### src/hdl/lci_pkg.sv
package lci_pkg;

  // Channel count and drive timing
  localparam int NUM_CH = 2;
  localparam int SYS_CLK_HZ = 20000000;
  // Lamp period in core cycles (fixed nominal lamp clock, 50 kHz)
  localparam int LAMP_FREQ_HZ = 50000;
  localparam int LAMP_PERIOD_CYC = SYS_CLK_HZ / LAMP_FREQ_HZ;
  localparam int PER_W = 10;
  localparam logic [PER_W-1:0] HALF_PERIOD = PER_W'(LAMP_PERIOD_CYC / 2);
  // One percent of the half period, rounded down
  localparam logic [PER_W-1:0] STEP_UNIT = PER_W'(LAMP_PERIOD_CYC / 200);

  // Gate on-time limits within one half period
  localparam logic [PER_W-1:0] ON_MIN = 10'h001;
  localparam logic [PER_W-1:0] ON_MAX = 10'h0b4;
  localparam logic [PER_W-1:0] ON_RESET = 10'h010;
  // Dead time kept between the two gates of one channel
  localparam logic [PER_W-1:0] DEAD_CYC = 10'h00a;

  // Strike sequence length in lamp half periods
  localparam logic [7:0] STRIKE_HALVES = 8'h40;

  // Sense / reference comparison width
  localparam int SENSE_W = 8;
  localparam logic [SENSE_W-1:0] REF_NOMINAL = 8'h80;

  // Frequency step and overdrive configuration fields
  localparam int STEP_SEL_W = 2;
  localparam int OVD_W = 4;

  // Shutdown state machine
  typedef enum logic [1:0] {
    LCI_OFF = 2'b00,
    LCI_STRIKE = 2'b01,
    LCI_RUN = 2'b10
  } lci_state_t;

endpackage : lci_pkg

### src/hdl/lamp_control_inputs.sv
`timescale 1ns/100ps

module lamp_control_inputs (
  // Clock and reset
  input wire logic core_clk,
  input wire logic reset,
  // Control pins from host logic
  input wire logic lampShutdownPin,
  input wire logic overdrivePin,
  input wire logic freqShiftPin,
  input wire logic dimmingOscPin,
  // Software configuration bits
  input wire logic shutdownEnableBit,
  input wire logic overdriveEnableBit,
  input wire logic freqShiftEnableBit,
  input wire logic freqShiftUp,
  input wire logic [lci_pkg::STEP_SEL_W-1:0] freqShiftSel,
  input wire logic [lci_pkg::OVD_W-1:0] overdriveAmount,
  input wire logic extDimClkSel,
  input wire logic [6:0] dimDuty,
  // Per-channel sense and fault inputs
  input wire logic [lci_pkg::NUM_CH*lci_pkg::SENSE_W-1:0] lampCurrentSense,
  input wire logic [lci_pkg::NUM_CH-1:0] channelFaultIn,
  // Gate drive and status outputs
  output logic [lci_pkg::NUM_CH-1:0] gateA,
  output logic [lci_pkg::NUM_CH-1:0] gateB,
  output logic dimmingPwmSignal,
  output logic faultOut,
  output logic faultOe,
  output logic powerDown
);

  ////////////////////////////////////////////////////////////////////////////
  // Pin synchronisers
  logic [3:0] pinMeta_q;
  logic [3:0] pinSync_q;
  logic shutdownSyncPrev_q;

  always_ff @(posedge core_clk) begin
    if (reset) begin
      pinMeta_q <= 4'h1;
      pinSync_q <= 4'h1;
    end else begin
      // Dimming clock shares the pin synchroniser
      // First stage feeds the second stage only
      pinMeta_q <= {dimmingOscPin, freqShiftPin, overdrivePin, lampShutdownPin};
      pinSync_q <= pinMeta_q;
    end
  end

  // Pin OR software bit; the bits already sit on this clock
  logic shutdownReq;
  logic overdriveReq;
  logic shiftReq;
  assign shutdownReq = pinSync_q[0] | shutdownEnableBit;
  assign overdriveReq = pinSync_q[1] | overdriveEnableBit;
  assign shiftReq = pinSync_q[2] | freqShiftEnableBit;

  ////////////////////////////////////////////////////////////////////////////
  // Shutdown and strike sequencing
  lci_pkg::lci_state_t state_q;
  logic [7:0] strikeCnt_q;
  logic ctrlReset;
  logic halfTick;
  logic strikeDone;

  always_ff @(posedge core_clk) begin
    if (reset) begin
      shutdownSyncPrev_q <= 1'b1;
    end else begin
      shutdownSyncPrev_q <= shutdownReq;
    end
  end

  // Previous value resets high, so a pin already low at reset still restarts
  // Falling edge of combined shutdown issues a controller reset
  assign ctrlReset = shutdownSyncPrev_q & ~shutdownReq;

  // Last half period of the strike sequence
  assign strikeDone = halfTick && (strikeCnt_q == lci_pkg::STRIKE_HALVES - 8'h01);

  always_ff @(posedge core_clk) begin
    if (reset) begin
      state_q <= lci_pkg::LCI_OFF;
      strikeCnt_q <= 8'h00;
    end else begin
      case (state_q)
        lci_pkg::LCI_OFF: begin
          strikeCnt_q <= 8'h00;
          if (ctrlReset) begin
            state_q <= lci_pkg::LCI_STRIKE;
          end
        end
        lci_pkg::LCI_STRIKE: begin
          if (shutdownReq) begin
            state_q <= lci_pkg::LCI_OFF;
          end else if (strikeDone) begin
            state_q <= lci_pkg::LCI_RUN;
            strikeCnt_q <= strikeCnt_q + 8'h01;
          end else if (halfTick) begin
            strikeCnt_q <= strikeCnt_q + 8'h01;
          end
        end
        lci_pkg::LCI_RUN: begin
          if (shutdownReq) begin
            state_q <= lci_pkg::LCI_OFF;
          end
        end
        default: begin
          state_q <= lci_pkg::LCI_OFF;
        end
      endcase
    end
  end

  logic lampsOn;
  // Lamps operate only while shutdown is low
  assign lampsOn = (state_q != lci_pkg::LCI_OFF) && !shutdownReq;
  // Taken from the state register so it cannot glitch
  assign powerDown = (state_q == lci_pkg::LCI_OFF);

  ////////////////////////////////////////////////////////////////////////////
  // Lamp oscillator with frequency step
  logic [lci_pkg::PER_W-1:0] halfLen;
  logic [lci_pkg::PER_W-1:0] stepAmt;
  logic [lci_pkg::PER_W-1:0] phaseCnt_q;
  logic halfSel_q;

  always_comb begin
    // Step is whole core cycles, exact only at this half period
    stepAmt = lci_pkg::PER_W'(lci_pkg::STEP_UNIT * ({8'h00, freqShiftSel} + 10'h001));
    if (!shiftReq) begin
      halfLen = lci_pkg::HALF_PERIOD;
    end else if (freqShiftUp) begin
      // Higher frequency means a shorter half period
      halfLen = lci_pkg::HALF_PERIOD - stepAmt;
    end else begin
      halfLen = lci_pkg::HALF_PERIOD + stepAmt;
    end
  end

  // Compare with >= so a step that shortens the current half still ends it
  assign halfTick = (phaseCnt_q >= halfLen - 10'h001);

  always_ff @(posedge core_clk) begin
    if (reset || ctrlReset) begin
      phaseCnt_q <= 10'h000;
      halfSel_q <= 1'b0;
    end else if (halfTick) begin
      phaseCnt_q <= 10'h000;
      halfSel_q <= ~halfSel_q;
    end else begin
      phaseCnt_q <= phaseCnt_q + 10'h001;
    end
  end

  ////////////////////////////////////////////////////////////////////////////
  // Dimming PWM, internal or external dimming clock
  logic dimClkPrev_q;
  logic dimTick;
  logic [6:0] dimCnt_q;
  logic [13:0] intDimDiv_q;
  logic dimPwm_q;

  always_ff @(posedge core_clk) begin
    if (reset) begin
      dimClkPrev_q <= 1'b0;
      intDimDiv_q <= 14'h0000;
    end else begin
      dimClkPrev_q <= pinSync_q[3];
      intDimDiv_q <= intDimDiv_q + 14'h0001;
    end
  end

  logic extDimEdge;
  logic intDimTick;
  // External clock edges time the PWM when selected
  assign extDimEdge = pinSync_q[3] & ~dimClkPrev_q;
  // Free-running internal divider, one tick per wrap
  assign intDimTick = (intDimDiv_q == 14'h0000);
  assign dimTick = extDimClkSel ? extDimEdge : intDimTick;

  always_ff @(posedge core_clk) begin
    if (reset) begin
      dimCnt_q <= 7'h00;
      dimPwm_q <= 1'b0;
    end else if (dimTick) begin
      dimCnt_q <= dimCnt_q + 7'h01;
      // Full code keeps the burst on instead of one dark step
      dimPwm_q <= (dimCnt_q < dimDuty) || (dimDuty == 7'h7f);
    end
  end
  assign dimmingPwmSignal = dimPwm_q;

  ////////////////////////////////////////////////////////////////////////////
  // Per-channel regulation and push-pull drive
  logic [lci_pkg::SENSE_W-1:0] refLevel;
  logic [lci_pkg::SENSE_W-1:0] ovdStep;
  // Four sense codes per step; the largest step stays below full scale
  assign ovdStep = lci_pkg::SENSE_W'({overdriveAmount, 2'b00});

  always_comb begin
    if (overdriveReq) begin
      // Overdrive raises the reference by the configured amount
      refLevel = lci_pkg::REF_NOMINAL + ovdStep;
    end else begin
      refLevel = lci_pkg::REF_NOMINAL;
    end
  end

  logic [lci_pkg::NUM_CH-1:0] gateA_q;
  logic [lci_pkg::NUM_CH-1:0] gateB_q;

  genvar ch;
  generate
    for (ch = 0; ch < lci_pkg::NUM_CH; ch++) begin : g_ch
      logic [lci_pkg::PER_W-1:0] onTime_q;
      logic [lci_pkg::SENSE_W-1:0] sense;
      logic driveOn;
      logic inOnWindow;
      logic phaseFlip;
      assign sense = lampCurrentSense[ch*lci_pkg::SENSE_W +: lci_pkg::SENSE_W];
      assign phaseFlip = 1'(ch);


      // Channel-local sense loop
      always_ff @(posedge core_clk) begin
        if (reset || ctrlReset) begin
          onTime_q <= lci_pkg::ON_RESET;
        end else if (halfTick && dimPwm_q) begin
          // Limits keep each pulse inside its half, past the dead time
          // Low current lengthens on-time, high shortens it
          if (sense < refLevel && onTime_q < lci_pkg::ON_MAX) begin
            onTime_q <= onTime_q + 10'h001;
          end else if (sense > refLevel && onTime_q > lci_pkg::ON_MIN) begin
            onTime_q <= onTime_q - 10'h001;
          end
        end
      end

      // Dead time at the start of each half keeps the gates apart
      assign inOnWindow = (phaseCnt_q >= lci_pkg::DEAD_CYC)
        && (phaseCnt_q < lci_pkg::DEAD_CYC + onTime_q);
      assign driveOn = lampsOn && dimPwm_q && inOnWindow;

      always_ff @(posedge core_clk) begin
        if (reset || ctrlReset) begin
          gateA_q[ch] <= 1'b0;
          gateB_q[ch] <= 1'b0;
        end else begin
          // Channel 1 takes the opposite half for phasing
          gateA_q[ch] <= driveOn && ((halfSel_q ^ phaseFlip) == 1'b0);
          gateB_q[ch] <= driveOn && ((halfSel_q ^ phaseFlip) == 1'b1);
        end
      end
    end
  endgenerate

  assign gateA = gateA_q;
  assign gateB = gateB_q;

  ////////////////////////////////////////////////////////////////////////////
  // Fault latch, open-drain active low
  logic faultLatch_q;
  logic faultSet;
  logic faultClear;
  // Channel faults only count while the lamps are driven
  assign faultSet = |channelFaultIn && lampsOn;
  assign faultClear = shutdownReq || ctrlReset;

  always_ff @(posedge core_clk) begin
    if (reset) begin
      faultLatch_q <= 1'b0;
    end else if (faultSet) begin
      // Set wins over a clear in the same cycle
      faultLatch_q <= 1'b1;
    end else if (faultClear) begin
      faultLatch_q <= 1'b0;
    end
  end

  // Pin data fixed low; the enable alone pulls the line
  assign faultOut = 1'b0;
  assign faultOe = faultLatch_q;

endmodule : lamp_control_inputs

### config.mk
export PLATFORM = sky130hd
export DESIGN_NAME = lamp_control_inputs
export DESIGN_NICKNAME = d
export VERILOG_FILES = /design/src/hdl/lci_pkg.sv /design/src/hdl/lamp_control_inputs.sv
export SDC_FILE = /design/constraint.sdc
export NUM_CORES = 1
export LEC_CHECK = 0
export ABC_AREA = 1
export BUFFER_PORTS_ARGS = -buffer_cell sky130_fd_sc_hd__buf_2
export CORE_MARGIN = 2
export CORE_UTILIZATION = 45
export CTS_BUF_LIST = sky130_fd_sc_hd__clkbuf_16
export DETAILED_ROUTE_END_ITERATION = 10
export GPL_ROUTABILITY_DRIVEN = 0
export SETUP_SLACK_MARGIN = 0.05
export SLEW_MARGIN = 5
export SYNTH_ARGS = -nofsm -noshare
export SYNTH_HDL_FRONTEND = slang
export SYNTH_SLANG_ARGS = --single-unit
export TNS_END_PERCENT = 10
### constraint.sdc
create_clock -name core_clk -period 2.9 [get_ports core_clk]
set_input_delay 0 -clock core_clk [delete_from_list [all_inputs] [get_ports core_clk]]
set_output_delay 0 -clock core_clk [all_outputs]
set_load 0.05 [all_outputs]
=== Word level (Yosys, flattened, before mapping) ===
Cells that the tools add are included.

* Register bits: 78
* Output and inout bits: 8

* Add/sub/neg operators: 15
* Magnitude comparators: 13
* Eq/ne operators: 9
* Mux-type cells: 19
* Bitwise operators: 8
* Reductions and logical operators: 34

{| class="wikitable"
|+ Operator list
! kind !! count
|-
| two-way mux 10 bit || 6
|-
| two-way mux 8 bit || 4
|-
| adder 10 x 1 -> 10 bit (second input constant) || 3
|-
| subtractor 10 x 1 -> 10 bit (second input constant) || 3
|-
| adder 4 x 10 -> 10 bit (first input constant) || 2
|-
| greater-than comparator 10 x 1 -> 1 bit (second input constant) || 2
|-
| less-than comparator 10 bit || 2
|-
| less-than comparator 10 x 8 -> 1 bit (second input constant) || 2
|-
| logical AND 1 bit || 17
|-
| greater-than comparator 8 bit || 2
|-
| less-than comparator 8 bit || 2
|-
| case mux 8 bit (2 select lines) || 1
|-
| adder 14 x 1 -> 14 bit (second input constant) || 1
|-
| zero test 14 bit || 1
|-
| greater-or-equal comparator 10 bit || 1
|-
| greater-or-equal comparator 10 x 4 -> 1 bit (second input constant) || 1
|-
| nonzero test 2 bit || 5
|-
| adder 8 x 4 -> 9 bit (first input constant) || 1
|-
| subtractor 8 x 4 -> 9 bit (first input constant) || 1
|-
| adder 8 x 1 -> 8 bit (second input constant) || 1
|-
| adder 8 x 6 -> 8 bit (first input constant) || 1
|-
| == test 8 x 6 -> 1 bit (second input constant) || 1
|-
| two-way mux 2 bit || 4
|-
| adder 7 x 1 -> 7 bit (second input constant) || 1
|-
| 19 further kinds || 33
|}

=== Longest topological paths before layout ===
* Depth in word-level cells: 10
* Mapped depth: 22
* Depth with buffers taken out: 22

=== Least setup slack after synthesis ===
Ideal clock, no wire load.

* Path kind: input to register
* From: in freqShiftSel[0] in the netlist's numbering
* To: reg g_ch[0].onTime_q[2] in the netlist's numbering
* Arrival: 2.194 ns
* Path slack: 0.570 ns
* Stages on the path: 20
* Cell sequence: ha_1 ha_1 nor2_1 nor2_1 nand3_1 or2_1 nand2_1 inv_1 ha_1 nand2_1 inv_1 nand2_1 nand2_1 nand2_1 nand3_2 nand2_4 inv_6 buf_4 nand3_1 a21oi_1

* Word-level cells in the longest chain between the ends: 8

{| class="wikitable"
|+ Ends and longest elaborated chain
! item !! line !! text
|-
| start, declared || lamp_control_inputs.sv:17 || <nowiki>input wire logic [lci_pkg::STEP_SEL_W-1:0] freqShiftSel,</nowiki>
|-
| adder 2 x 1 -> 3 bit * || lamp_control_inputs.sv:131 || <nowiki>stepAmt = lci_pkg::PER_W'(lci_pkg::STEP_UNIT * ({8'h00, freqShiftSel} + 10'h001));</nowiki>
|-
| adder 8 x 4 -> 9 bit or subtractor 8 x 4 -> 9 bit (tied branches) || lamp_control_inputs.sv:138, lamp_control_inputs.sv:136 ||
|-
| two-way mux 10 bit * || lamp_control_inputs.sv:134 || <nowiki>end else if (freqShiftUp) begin</nowiki>
|-
| two-way mux 10 bit * || lamp_control_inputs.sv:132 || <nowiki>if (!shiftReq) begin</nowiki>
|-
| subtractor 10 x 1 -> 10 bit * || lamp_control_inputs.sv:143 || <nowiki>assign halfTick = (phaseCnt_q >= halfLen - 10'h001);</nowiki>
|-
| greater-or-equal comparator 10 bit * || lamp_control_inputs.sv:143 ||
|-
| logical AND 1 bit * || lamp_control_inputs.sv:230 || <nowiki>end else if (halfTick && dimPwm_q) begin</nowiki>
|-
| AND reduction 2 bit (no line) * || - ||
|-
| end signal, assigned || lamp_control_inputs.sv:229 || <nowiki>onTime_q <= lci_pkg::ON_RESET;</nowiki>
|-
| end signal, assigned || lamp_control_inputs.sv:234 || <nowiki>onTime_q <= onTime_q + 10'h001;</nowiki>
|-
| end signal, assigned || lamp_control_inputs.sv:236 || <nowiki>onTime_q <= onTime_q - 10'h001;</nowiki>
|-
| end, declared || lamp_control_inputs.sv:217 || <nowiki>logic [lci_pkg::PER_W-1:0] onTime_q;</nowiki>
|}

Every way passes the cells marked *; elsewhere a longest branch is shown, timed or not.
A chain may end at the register's enable or synchronous reset.

=== Worst setup path in the final report ===
* From: reg pinSync_q[2]
* To: reg g_ch[0].onTime_q[9] in the netlist's numbering

* Word-level cells in the longest chain between the ends: 6

{| class="wikitable"
|+ Ends and longest elaborated chain
! item !! line !! text
|-
| start, declared || lamp_control_inputs.sv:36 || <nowiki>logic [3:0] pinSync_q;</nowiki>
|-
| start signal, assigned || lamp_control_inputs.sv:47 || <nowiki>pinSync_q <= pinMeta_q;</nowiki>
|-
| OR 1 bit || lamp_control_inputs.sv:57 || <nowiki>assign shiftReq = pinSync_q[2] | freqShiftEnableBit;</nowiki>
|-
| two-way mux 10 bit || lamp_control_inputs.sv:132 ||
|-
| subtractor 10 x 1 -> 10 bit || lamp_control_inputs.sv:143 ||
|-
| greater-or-equal comparator 10 bit || lamp_control_inputs.sv:143 ||
|-
| logical AND 1 bit || lamp_control_inputs.sv:230 ||
|-
| AND reduction 2 bit (no line) || - ||
|}

Every way passes these cells.

==> impl_metrics.env <==
export IMPL_synth_top_family_by_area="simple AND/OR/NAND/NOR gates"
export IMPL_finalClockSkew_ns=0.00815
export IMPL_sinks_on_the_clock_net=78
export IMPL_critical_path_max_stage_delay_ns=0.31
export IMPL_synth_simple_area_share_pct=35.9
export IMPL_p_per_area_nw_per_um2=419
export IMPL_grt_setup_unrepaired="yes"
export IMPL_worstPathCellList="nor2_1 > inv_1 > o21ai_0 > nor2_1 > nand3_1 > or2_1 > nand2_1 > inv_1 > ha_1 > nand2_1 > inv_1 > nand2_1 > nand2_1 > nand2_1 > nand3_2 > nand2_4 > inv_6 > nand2_2 > nand2_1 > a21oi_2"
export IMPL_cts_clk_slew_worst_paths_ns=0.06
export IMPL_io_buffer_count=48
export IMPL_grt_usage_pct=19.2
export IMPL_min_delay_path_class="in2reg"
export IMPL_max_slew_margin_rel_pct=63.4
export IMPL_global_route_overflow_total=0
export IMPL_setup_violations=0
export IMPL_syn_area_sq_um=5860
export IMPL_row_count=41
export IMPL_cell_variety_after_synth=43
export IMPL_wire_length_of_the_first_global_routing_pass_mm=22.2
export IMPL_hold_viol=0
export IMPL_crit_top_cell="sky130_fd_sc_hd__nand2_1"
export IMPL_drive_gt1_share_pct=12.8
export IMPL_synthesis_area_per_instance_sq_um=6.75
export IMPL_antenna_cells_inserted=0
export IMPL_layout_commonest_cell="sky130_fd_sc_hd__nand2_1"
export IMPL_routed_wirelength_mm=12.9
export IMPL_synth_seq_cells=78
export IMPL_final_setup_tns_ns=0
export IMPL_synth_xor_xnor_area_share_pct=6.13
export IMPL_cts_tree="built"
export IMPL_cts_buffers=9
export IMPL_timing_critical_path_from_type="flop"
export IMPL_setup_worst_path_end_class="flop"
export IMPL_leading_cell_types_by_total_area_after_synthesis="sky130_fd_sc_hd__dfxtp_1, sky130_fd_sc_hd__nand2_1, sky130_fd_sc_hd__ha_1"
export IMPL_timing_final_crit_period_ns=2.54
export IMPL_synth_area_mux_share_pct=0
export IMPL_design_die_area_sq_um=13900
export IMPL_synth_compound_area_share_pct=9.02
export IMPL_post_dp_cell_area_sq_um=6220
export IMPL_yosys_warnings=0
export IMPL_die_boundary_height_um=118
export IMPL_worst_skew_pair_late_latency_ns=0.34
export IMPL_crit_path_max_delay_cell_type="sky130_fd_sc_hd__dfxtp_1"
export IMPL_finish_instance_area_sq_um=6590
export IMPL_final_min_period_over_clock_period_pct=87.6
export IMPL_criticalPathCategory="reg2reg"
export IMPL_start_util_pct=46.2
export IMPL_synth_top_area_share_pct=26.7
export IMPL_area_growth_pct=12.5
export IMPL_cts_htree_levels=3
export IMPL_synth_adder_area_share_pct=13.0
export IMPL_detailedPlacementHpwl_mm=9.98
export IMPL_worst_path_max_fanout=16
export IMPL_timing_worst_slew_pin_value_ns=0.549
export IMPL_yosysSeqAreaShare_pct=26.7
export IMPL_vdd_drop_max_mv=0.350
export IMPL_maxCapViolCount=0
export IMPL_viasPerCell=4.82
export IMPL_avgRoutedWirePerCell_um=11.7
export IMPL_final_hold_worst_slack_ns=0.0399
export IMPL_timing_critical_path_arrival_ns=2.82
export IMPL_yosys_area_top_type="sky130_fd_sc_hd__dfxtp_1"
export IMPL_core_region_area_sq_um=12700
export IMPL_detailedRoute_firstIterationViolations=250
export IMPL_count_of_mapped_cells_out_of_synthesis=867
export IMPL_root_buffer="sky130_fd_sc_hd__clkbuf_16"
export IMPL_io_pin_count=50
export IMPL_achievable_frequency_mhz=393
export IMPL_ant_nets=0
export IMPL_detailed_route_drc_error_count=0
export IMPL_dieWidth_um=118
export IMPL_leakage_uw=0.00316
export IMPL_run_status="finished clean"
export IMPL_grt_max_degree=29
export IMPL_crit_required_ns=3.18
export IMPL_first_global_vias=4818
export IMPL_layout_common_cells="sky130_fd_sc_hd__nand2_1, sky130_fd_sc_hd__inv_1, sky130_fd_sc_hd__nor2_1"
export IMPL_antenna_found_initial=0
export IMPL_finalNetCount=1028
export IMPL_drv_slew=0
export IMPL_clock_path_buffers=2
export IMPL_drt_pass1_iter_count=4
export IMPL_detailroute_via_count=5311
## what timing repair did
item | CTS | global route
endpoints found under the setup margin | 0 | 11
hold buffers | 7 | 0
setup buffers | 0 | 3
resized for setup | 0 | 0
hold endpoints to repair | 6 | 0
## flip-flops by register name, indices dropped and copies added, names as in the netlist
| register | cells |
|---|---|
| state_q | 2 |
| strikeCnt_q | 8 |
| pinSync_q | 4 |
| dimmingPwmSignal | 1 |
| faultOe | 1 |
| shutdownSyncPrev_q | 1 |
| intDimDiv_q | 14 |
| phaseCnt_q | 10 |
| gateA | 2 |
| dimClkPrev_q | 1 |
| g_ch.onTime_q | 20 |
| dimCnt_q | 7 |
| pinMeta_q | 4 |
| halfSel_q | 1 |
| gateB | 2 |
## report_power, final
group,switching (uW),total (uW),internal (uW)
clock,456,1040,582
combinational,382,570,188
sequential,45.2,1150,1110
total,883,2760,1880
## routing by layer
layer / wire [um] / global-route usage, % / up-vias
met1: 6170 / 25.2 / 2341
met4: 162 / 4.74 / 0
met2: 6170 / 32.3 / 61
met5: 0 / 0 / -
met3: 399 / 3.83 / 11
li1: - / - / 2898
## per-stage QoR
stage / util, % / power (uW) / setup WS [ns] / instances
5_1_grt: 52.0 / 2930 / 0.0240 / 1102
3_5_place_dp: 49.1 / 1740 / 0.206 / 1076
4_1_cts: 51.8 / 2790 / 0.297 / 1099
6_report: 52.0 / 2760 / 0.358 / 1102
3_3_place_gp: 49.1 / 1740 / 0.244 / 1076
2_1_floorplan: - / 1600 / 0.570 / 869
## cells by family (layout without fill, tap and decap cells)
group | Yosys count | after routing
fa+ha+maj | 61 | 61
xor+xnor | 41 | 41
flops | 78 | 78
simple gates | 462 | 462
compound gates | 98 | 98
buf+inv | 126 | 187
other cells | 1 | 3
## Yosys cell counts (all sizes together)
| master | count |
|---|---|
| nor4 | 3 |
| and3 | 1 |
| or2 | 4 |
| nand3b | 6 |
| o21ai | 26 |
| xor2 | 34 |
| o21bai | 1 |
| clkinv | 1 |
| nand2 | 233 |
| nor2 | 111 |
| buf | 12 |
| o21a | 1 |
| o211ai | 4 |
| xnor2 | 7 |
| nor3 | 16 |
| nor3b | 1 |
| dfxtp | 78 |
| ha | 61 |
| a21boi | 2 |
| o31ai | 1 |
| a21oi | 63 |
| inv | 111 |
| clkbuf | 2 |
| conb | 1 |
| nand4 | 17 |
| nand3 | 70 |
## layout make-up
| class | instances | area [sq um] |
|---|---|---|
| inverter | 112 | 432 |
| multi-input combinational | 665 | 3760 |
| fill | 1329 | 6080 |
| clock inverter | 7 | 48.8 |
| sequential | 78 | 1560 |
| timing repair buffer | 59 | 340 |
| tap | 172 | 215 |
| clock buffer | 9 | 225 |
## critical path, delay by kind of cell, from the launching register on
family / cells / cell delay [ns]
and+or+nand+nor: 13 / 1.43
buffers and inverters: 4 / 0.23
DFF: 1 / 0.31
AOI/OAI and AO/OA: 2 / 0.25
adders and majority gates: 1 / 0.26
## final timing paths
kind / to / depth (start not counted) / startpoint / slack [ns]
max: g_ch[0].onTime_q[9] / 20 / pinSync_q[2] / 0.36
max reg2reg: g_ch[0].onTime_q[9] / 20 / pinSync_q[2] / 0.36
min: dimmingPwmSignal / 5 / dimDuty[1] / 0.04
min reg2reg: pinSync_q[1] / 2 / pinMeta_q[1] / 0.40
No activity file was read; power rests on OpenSTA's default activity.
